File: config.mk
export PLATFORM = sky130hd
export DESIGN_NAME = dcs_top
export DESIGN_NICKNAME = d
export VERILOG_FILES = /design/src/hdl/dcs_top.v /design/src/hdl/dcs_sync.v
export VERILOG_INCLUDE_DIRS = /design/src /design/src/hdl
export SDC_FILE = /design/constraint.sdc
export NUM_CORES = 1
export LEC_CHECK = 0
export ABC_AREA = 1
export BUFFER_PORTS_ARGS = -buffer_cell sky130_fd_sc_hd__buf_2
export CORE_MARGIN = 10
export CORE_UTILIZATION = 47
export DETAILED_ROUTE_END_ITERATION = 16
export HOLD_SLACK_MARGIN = 0.1
export PLACE_DENSITY = 0.78
export SLEW_MARGIN = 40
export SYNTH_ARGS = -nofsm -noshare
export SYNTH_HDL_FRONTEND = slang
export SYNTH_SLANG_ARGS = --single-unit
File: constraint.sdc
create_clock -name REF_CLK -period 1.6 [get_ports REF_CLK]
set_input_delay 0.32 -clock REF_CLK [delete_from_list [all_inputs] [get_ports REF_CLK]]
set_output_delay 0.32 -clock REF_CLK [all_outputs]
set_load 0.05 [all_outputs]
File: src/hdl/dcs_defs.vh
// dcs_defs.vh: constants for the drive command source selector
// assumes: included by the design files by bare name, definitions only
`ifndef DCS_DEFS_VH
`define DCS_DEFS_VH

// ----------------------------------------------------------------
// register offsets (word addresses on the plain register port)
// ----------------------------------------------------------------
`define DCS_OFS_SETTING 4'h0
`define DCS_OFS_CTRL 4'h1
`define DCS_OFS_STATUS 4'h2
`define DCS_OFS_WRGATE 4'h3

// ----------------------------------------------------------------
// command source setting values
// ----------------------------------------------------------------
`define DCS_SET_SWITCH 4'h0
`define DCS_SET_PANEL 4'h1
`define DCS_SET_TERM 4'h2
`define DCS_SET_COMB1 4'h3
`define DCS_SET_COMB2 4'h4
`define DCS_SET_FREE 4'h6
`define DCS_SET_ILOCK 4'h7
`define DCS_SET_RESET 4'h0

// ----------------------------------------------------------------
// control register bit positions
// ----------------------------------------------------------------
`define DCS_CTRL_REQ_PANEL 0
`define DCS_CTRL_REQ_TERM 1
`define DCS_CTRL_REQ_NET 2
`define DCS_CTRL_PSTOP_EN 3
`define DCS_CTRL_RESET 4'h8

// ----------------------------------------------------------------
// frequency source codes
// ----------------------------------------------------------------
`define DCS_FSRC_PANEL 3'h0
`define DCS_FSRC_AN2 3'h1
`define DCS_FSRC_AN4 3'h2
`define DCS_FSRC_MSPD 3'h3
`define DCS_FSRC_JOG 3'h4
`define DCS_FSRC_NET 3'h5

// ----------------------------------------------------------------
// start source codes
// ----------------------------------------------------------------
`define DCS_SSRC_TERM 2'h0
`define DCS_SSRC_PANEL 2'h1
`define DCS_SSRC_NET 2'h2

`endif

File: src/hdl/dcs_top.v
// dcs_top.v: operation mode and command source selector of a drive
// assumes: single 250 MHz clock, pins are asynchronous, a register
// master on the same clock using one-cycle strobes
//
// Local design decisions: the strobed register port and the address map.
`timescale 1ns/10ps
`include "dcs_defs.vh"

module dcs_top (
  // clock and reset
  input wire REF_CLK,
  input wire RST,
  // register port
  input wire [3:0] REG_ADDR,
  input wire [7:0] REG_WDATA,
  input wire REG_WR,
  input wire REG_RD,
  output reg [7:0] REG_RDATA,
  // terminal pins (asynchronous)
  input wire FORWARD_START_INPUT,
  input wire REVERSE_START_INPUT,
  input wire CURRENT_INPUT_SELECT,
  input wire PANEL_LOCK_INPUT,
  input wire MULTI_SPEED_INPUT,
  input wire JOG_INPUT,
  // panel keys (asynchronous)
  input wire PANEL_MODE_KEY,
  input wire PANEL_RUN_KEY,
  input wire PANEL_STOP_KEY,
  // network mode change instruction, same clock
  input wire NET_MODE_REQ,
  input wire [1:0] NET_MODE_CODE,
  input wire NET_START,
  // motor state from the drive, same clock
  input wire MOTOR_RUNNING,
  // selected sources
  output reg [2:0] FREQ_SOURCE,
  output reg [1:0] START_SOURCE,
  output reg START_CMD,
  output reg OUTPUT_STOP,
  output reg PARAM_WRITE_OPEN,
  output reg [2:0] MODE_ONEHOT
);

  // ----------------------------------------------------------------
  // operation mode states, one-hot
  // ----------------------------------------------------------------
  localparam [2:0] ST_TERM = 3'b001; // terminal_control_mode
  localparam [2:0] ST_PANEL = 3'b010; // panel_unit_mode
  localparam [2:0] ST_NET = 3'b100; // network operation

  // ----------------------------------------------------------------
  // pin synchronisers
  // ----------------------------------------------------------------
  wire [8:0] pins_s; // synchronised pin levels
  dcs_sync #(.W(9)) u_sync (
    .clk(REF_CLK),
    .rst(RST),
    .d({PANEL_STOP_KEY, PANEL_RUN_KEY, PANEL_MODE_KEY, JOG_INPUT,
        MULTI_SPEED_INPUT, PANEL_LOCK_INPUT, CURRENT_INPUT_SELECT,
        REVERSE_START_INPUT, FORWARD_START_INPUT}),
    .q(pins_s)
  );
  wire fwd_s = pins_s[0];
  wire rev_s = pins_s[1];
  wire cursel_s = pins_s[2];
  wire lock_s = pins_s[3];
  wire mspd_s = pins_s[4];
  wire jog_s = pins_s[5];
  wire modekey_s = pins_s[6];
  wire runkey_s = pins_s[7];
  wire stopkey_s = pins_s[8];

  // ----------------------------------------------------------------
  // registers and state
  // ----------------------------------------------------------------
  reg [3:0] setting_r; // command_source_setting
  reg [3:0] ctrl_r; // software mode request and stop enable
  reg [2:0] mode_r; // current operation mode
  reg [2:0] mode_nxt;
  reg modekey_d_r; // previous mode key level for edge detect
  reg pwr_on_r; // first cycle after reset applies power-on mode

  wire modekey_rise = modekey_s & ~modekey_d_r;
  wire sw_req = REG_WR && (REG_ADDR == `DCS_OFS_CTRL) &&
                (REG_WDATA[2:0] != 3'h0);

  // supported setting values; 5 and above 7 are refused
  wire set_valid = (REG_WDATA[7:4] == 4'h0) &&
                   (REG_WDATA[3:0] != 4'h5) && (REG_WDATA[3:0] <= 4'h7);

  // ----------------------------------------------------------------
  // power-on mode for a given setting
  // ----------------------------------------------------------------
  function [2:0] boot_mode;
    input [3:0] s;
    begin
      if (s == `DCS_SET_PANEL) begin
        boot_mode = ST_PANEL;
      end else begin
        boot_mode = ST_TERM;
      end
    end
  endfunction

  // ----------------------------------------------------------------
  // setting register: written only while stopped, bad values refused
  // ----------------------------------------------------------------
  always @(posedge REF_CLK or posedge RST) begin
    if (RST) begin
      setting_r <= `DCS_SET_RESET;
      ctrl_r <= `DCS_CTRL_RESET;
    end else begin
      if (REG_WR && REG_ADDR == `DCS_OFS_SETTING && !MOTOR_RUNNING && set_valid) begin
        setting_r <= REG_WDATA[3:0];
      end
      if (REG_WR && REG_ADDR == `DCS_OFS_CTRL) begin
        ctrl_r <= REG_WDATA[3:0];
      end
    end
  end

  // ----------------------------------------------------------------
  // mode state machine
  // ----------------------------------------------------------------
  always @* begin
    mode_nxt = mode_r;
    case (setting_r)
      `DCS_SET_SWITCH: begin
        // panel key flips terminal and panel, only while stopped
        if (modekey_rise && !MOTOR_RUNNING) begin
          mode_nxt = (mode_r == ST_TERM) ? ST_PANEL : ST_TERM;
        end
      end
      `DCS_SET_TERM: begin
        mode_nxt = ST_TERM;
      end
      `DCS_SET_PANEL: begin
        mode_nxt = ST_PANEL;
      end
      `DCS_SET_COMB1, `DCS_SET_COMB2: begin
        // combined modes sit in terminal state, no switching
        mode_nxt = ST_TERM;
      end
      `DCS_SET_FREE: begin
        // any source may switch, running or not
        if (NET_MODE_REQ) begin
          mode_nxt = NET_MODE_CODE == 2'h1 ? ST_PANEL :
                     NET_MODE_CODE == 2'h2 ? ST_NET : ST_TERM;
        end else if (sw_req) begin
          mode_nxt = REG_WDATA[`DCS_CTRL_REQ_NET] ? ST_NET :
                     REG_WDATA[`DCS_CTRL_REQ_PANEL] ? ST_PANEL : ST_TERM;
        end else if (modekey_rise) begin
          mode_nxt = (mode_r == ST_PANEL) ? ST_TERM : ST_PANEL;
        end
      end
      `DCS_SET_ILOCK: begin
        if (!lock_s) begin
          mode_nxt = ST_TERM;
        end else if (NET_MODE_REQ) begin
          mode_nxt = NET_MODE_CODE == 2'h1 ? ST_PANEL :
                     NET_MODE_CODE == 2'h2 ? ST_NET : ST_TERM;
        end else if (sw_req) begin
          mode_nxt = REG_WDATA[`DCS_CTRL_REQ_NET] ? ST_NET :
                     REG_WDATA[`DCS_CTRL_REQ_PANEL] ? ST_PANEL : ST_TERM;
        end else if (modekey_rise) begin
          mode_nxt = (mode_r == ST_PANEL) ? ST_TERM : ST_PANEL;
        end
      end
      default: begin
        mode_nxt = mode_r;
      end
    endcase
  end

  // state register; power-on mode applied once after reset release
  always @(posedge REF_CLK or posedge RST) begin
    if (RST) begin
      mode_r <= ST_TERM;
      modekey_d_r <= 1'b0;
      pwr_on_r <= 1'b1;
    end else begin
      modekey_d_r <= modekey_s;
      pwr_on_r <= 1'b0;
      if (pwr_on_r) begin
        mode_r <= boot_mode(setting_r);
      end else begin
        mode_r <= mode_nxt;
      end
    end
  end

  // ----------------------------------------------------------------
  // source selection and start command
  // ----------------------------------------------------------------
  reg [2:0] fsrc_nxt;
  reg [1:0] ssrc_nxt;
  reg start_nxt;
  wire pin_start = fwd_s | rev_s;

  // frequency from terminals: multispeed, jog, current select, analog
  function [2:0] term_freq;
    input m;
    input j;
    input c;
    begin
      if (m) begin
        term_freq = `DCS_FSRC_MSPD;
      end else if (j) begin
        term_freq = `DCS_FSRC_JOG;
      end else if (c) begin
        term_freq = `DCS_FSRC_AN4;
      end else begin
        term_freq = `DCS_FSRC_AN2;
      end
    end
  endfunction

  always @* begin
    fsrc_nxt = `DCS_FSRC_PANEL;
    ssrc_nxt = `DCS_SSRC_TERM;
    start_nxt = 1'b0;
    if (setting_r == `DCS_SET_COMB1) begin
      // panel frequency unless multispeed or current select wins
      fsrc_nxt = mspd_s ? `DCS_FSRC_MSPD :
                 cursel_s ? `DCS_FSRC_AN4 : `DCS_FSRC_PANEL;
      ssrc_nxt = `DCS_SSRC_TERM;
      start_nxt = pin_start;
    end else if (setting_r == `DCS_SET_COMB2) begin
      fsrc_nxt = term_freq(mspd_s, jog_s, cursel_s);
      ssrc_nxt = `DCS_SSRC_PANEL;
      start_nxt = runkey_s;
    end else begin
      case (mode_r)
        ST_TERM: begin
          fsrc_nxt = term_freq(mspd_s, jog_s, cursel_s);
          ssrc_nxt = `DCS_SSRC_TERM;
          start_nxt = pin_start;
        end
        ST_PANEL: begin
          fsrc_nxt = `DCS_FSRC_PANEL;
          ssrc_nxt = `DCS_SSRC_PANEL;
          start_nxt = runkey_s;
        end
        ST_NET: begin
          fsrc_nxt = `DCS_FSRC_NET;
          ssrc_nxt = `DCS_SSRC_NET;
          start_nxt = NET_START;
        end
        default: begin
          fsrc_nxt = `DCS_FSRC_PANEL;
        end
      endcase
    end
    // panel stop overrides any source when enabled
    if (stopkey_s && ctrl_r[`DCS_CTRL_PSTOP_EN]) begin
      start_nxt = 1'b0;
    end
  end

  // interlock on during terminal operation stops the output
  wire stop_nxt = (setting_r == `DCS_SET_ILOCK) && lock_s && (mode_r == ST_TERM);

  // terminal mode closes general parameter writes, except in the combined settings
  wire wr_open_nxt = !(mode_r == ST_TERM) || (setting_r == `DCS_SET_COMB1) ||
                     (setting_r == `DCS_SET_COMB2);

  // ----------------------------------------------------------------
  // registered outputs and read port
  // ----------------------------------------------------------------
  always @(posedge REF_CLK or posedge RST) begin
    if (RST) begin
      FREQ_SOURCE <= `DCS_FSRC_AN2;
      START_SOURCE <= `DCS_SSRC_TERM;
      START_CMD <= 1'b0;
      OUTPUT_STOP <= 1'b0;
      PARAM_WRITE_OPEN <= 1'b0;
      MODE_ONEHOT <= ST_TERM;
      REG_RDATA <= 8'h00;
    end else begin
      FREQ_SOURCE <= fsrc_nxt;
      START_SOURCE <= ssrc_nxt;
      START_CMD <= start_nxt & ~stop_nxt;
      OUTPUT_STOP <= stop_nxt;
      PARAM_WRITE_OPEN <= wr_open_nxt;
      MODE_ONEHOT <= mode_r;
      REG_RDATA <= 8'h00;
      if (REG_RD) begin
        case (REG_ADDR)
          `DCS_OFS_SETTING: REG_RDATA <= {4'h0, setting_r};
          `DCS_OFS_CTRL: REG_RDATA <= {4'h0, ctrl_r};
          `DCS_OFS_STATUS: REG_RDATA <= {MOTOR_RUNNING, lock_s, 1'b0, mode_r, ssrc_nxt};
          `DCS_OFS_WRGATE: REG_RDATA <= {7'h00, wr_open_nxt};
          default: REG_RDATA <= 8'h00;
        endcase
      end
    end
  end

endmodule

File: src/hdl/dcs_sync.v
// dcs_sync.v: two-flop synchroniser for a bank of pin levels
// assumes: inputs come from pins outside the ref_clk domain
`timescale 1ns/10ps

module dcs_sync #(
  parameter W = 8
) (
  // clock and reset
  input wire clk,
  input wire rst,
  // pin levels in, synchronised levels out
  input wire [W-1:0] d,
  output reg [W-1:0] q
);

  // ----------------------------------------------------------------
  // two stages; first stage feeds only the second
  // ----------------------------------------------------------------
  reg [W-1:0] meta_r; // first stage, read by q only

  // both stages clear to zero so no pin looks active at reset
  always @(posedge clk or posedge rst) begin
    if (rst) begin
      meta_r <= {W{1'b0}};
      q <= {W{1'b0}};
    end else begin
      meta_r <= d;
      q <= meta_r;
    end
  end

endmodule

==> flow_summary.json <==
{
  "path_class": "reg -> reg",
  "diodes": 0,
  "finClkSkew_ns": 0.0112,
  "p_clk_frac": 0.342,
  "timing.critical_path.arrival_ns": 1.75,
  "vias": 1694,
  "hold_class": "in -> reg",
  "netlist_area_sq_um": 2100,
  "synthDominantCellAreaShare": 0.525,
  "yosysTopAreaCell": "dfrtp_1",
  "netSwitchingFraction": 0.264,
  "multi_input_area_sq_um": 709,
  "fin_cells": 337,
  "worstSkewPairLatency_ns": 0.30,
  "overflow": 0,
  "drive_above_1_share": 0.295,
  "start_util": 0.485,
  "final_hold_viol_count": 0,
  "end_kind": "register",
  "r2r-start": "setting_r[0]",
  "seq_area_sq_um": 1240,
  "place_congestion": 0.836,
  "ys_warn_count": 0,
  "routed_wl_um": 4740,
  "setup_violations": 0,
  "r2r_end": "mode_r[0]",
  "internal_power_uw": 1950,
  "crit_fanout": 5,
  "route.detailed.drc": 0,
  "worstSetupStartpointType": "register",
  "grt_usage": 0.129,
  "clk_pin_slew_ns": 0.09,
  "fmax_mhz": 660,
  "fillers": 395,
  "wl_met1_um": 2080,
  "vdd_drop_max_mv": 0.447,
  "ff2ff_path_depth": 8,
  "syn_avg_cell_area_sq_um": 9.40,
  "finalCritPeriodShare": 0.948,
  "synthArstFlopShare": 1.00,
  "clock_sinks": 49,
  "cts-htree-levels": 2,
  "fin_crit_ns": 1.52,
  "die_height_um": 86.8,
  "die_width_um": 86.8,
  "first_pass_iters": 4,
  "yosys-top-cells-count": "44 x dfrtp_1, 42 x inv_1, 36 x nand2_1, 24 x nor2_1, 17 x nand3_1",
  "core_area_sq_um": 4320,
  "rsz0062_at_grt": "true",
  "cts_tree": "built",
  "placed_area_sq_um": 2410,
  "setup.worst_path.start": "setting_r[0]",
  "p_comb_frac": 0.142,
  "status": "finished, final reports clean",
  "viasPerCell": 5.03,
  "port_buffers": 47,
  "p_seq_frac": 0.516,
  "final_nets": 316,
  "ant_nets": 0,
  "netlist_instances": 223,
  "ys_ff_latch": 49,
  "drv_slew": 0,
  "synthFlopType": "dfrtp_1",
  "area_delta_synth_final_pct": 23.4,
  "synth-edff-count": 0,
  "r2r_slack_ns": 0.08,
  "grt_pass1_vias": 1722,
  "dpl.hpwl_um": 3650,
  "crit_end": "mode_r[0]",
  "wl_met3_um": 291,
  "io_pins": 49,
  "cts_buffers": 5,
  "highest_layer": "met4",
  "wl_met2_um": 2300,
  "required_ns": 1.84,
  "power.density_nw_per_um2": 1020,
  "synthMostInstantiatedCell": "dfrtp_1",
  "yosys.cell_types.count": 29,
  "wire_per_inst_um": 14.1,
  "clockBufferDepth": 2,
  "grt_max_degree": 31,
  "rows": 24,
  "design_area_sq_um": 2590,
  "antenna_found_initial": 0,
  "synth_seq_area_share": 0.588,
  "dr.first_iter.drc_count": 80,
  "place_inst": 324,
  "cap_violations": 0,
  "grt_pass1_wl_um": 7860,
  "clock_tree.root_cell": "clkbuf_8",
  "synth_area_leaders": "dfrtp_1 53%, inv_1 7.5%, nand2_1 6.4%, dfstp_2 6.3%, nor2_1 4.3%",
  "power.leakage_uw": 0.00140,
  "p_sw_uw": 698,
  "die_area_sq_um": 7530
}
[cell families after synthesis]
family                   synth area share
AND/OR/NAND/NOR                     0.227
flip-flops                          0.588
buffers and inverters              0.0806
AO/OA/AOI/OAI                      0.0908
adder cells (fa/ha/maj)            0.0119
other                             0.00179
[per-stage QoR]
step	total power, uW	util	setup slack [ns]	TNS [ns]	hold WS [ns]
global route	2760	0.598	-0.0115	-0.0248	0.108
floorplan	1630	-	0.115	0	0.331
detailed placement	1760	0.557	0.0292	0	0.335
CTS	2660	0.587	0.00943	0	0.116
global placement	1750	0.557	0.0902	0	0.332
finish	2640	0.598	0.0839	0	0.121
[sequential cells by signal (all words and copies together), names as in the netlist, 2 cells and up]
register and flops:
FREQ_SOURCE 3, REG_RDATA 7, mode_r 3, ctrl_r 4, u_sync.meta_r 9, START_SOURCE 2, setting_r 4, u_sync.q 9
MODE_ONEHOT 3
[cell usage in the layout (no fill, tap or decap), types with 3 or more instances in the layout]
master / instances
buf_2: 47
dfrtp_1: 41
inv_1: 40
nand2_1: 36
nor2_1: 23
nand3_1: 16
o21ai_0: 12
a21oi_1: 10
clkbuf_8: 6
buf_4: 6
dfstp_2: 5
nand4_1: 4
nor2_4: 3
o22ai_1: 3
nor3_4: 3
dfrtp_2: 3
[worst min path at each step]
stage                                  from          endpoint  cells past startpoint
after floorplan            u_sync.meta_r[0]       u_sync.q[0]                      0
after global placement     u_sync.meta_r[3]       u_sync.q[3]                      0
after detailed placement   u_sync.meta_r[6]       u_sync.q[6]                      0
after CTS                    PANEL_STOP_KEY  u_sync.meta_r[8]                      1
after global routing         PANEL_STOP_KEY  u_sync.meta_r[8]                      1
final                     MULTI_SPEED_INPUT  u_sync.meta_r[4]                      1
[power groups by stage]
stage	clock network, uW	logic [uW]	registers (uW)
2_1_floorplan	0	160	1470
3_3_place_gp	0	363	1380
3_5_place_dp	0	366	1390
4_1_cts	927	372	1360
5_1_grt	976	411	1380
6_report	904	375	1360
[routing by layer]
metal  GRT usage  up-vias
met5           0        -
met4      0.0530        0
met3      0.0338        7
met2       0.217       51
met1       0.151      801
li1            -      835
[cell type report]
class,count,share of cell area
Multi-Input combinational cell,131,0.274
Clock buffer,6,0.0319
Timing Repair Buffer,54,0.112
Clock inverter,2,0.0145
Sequential cell,49,0.478
Tap cell,52,0.0252
Inverter,43,0.0639
[critical path, cell delays in order (launching register included)]
cell        delay, ns
dfrtp_2          0.42
clkinvlp_4       0.15
buf_4            0.17
nor3_4           0.27
nor3_4           0.09
nand2_1          0.11
o21a_1           0.13
nand2_1          0.05
nand2_1          0.05
[repair_timing]
item | 4_1_cts | 5_1_grt
buffers inserted | 0 | 4
endpoints found under the setup margin | 0 | 6
gates resized for setup | 0 | 7
hold endpoints to repair | 44 | 0
hold buffers | 1 | 0
Note: power is estimated with default switching activity, not from simulation.
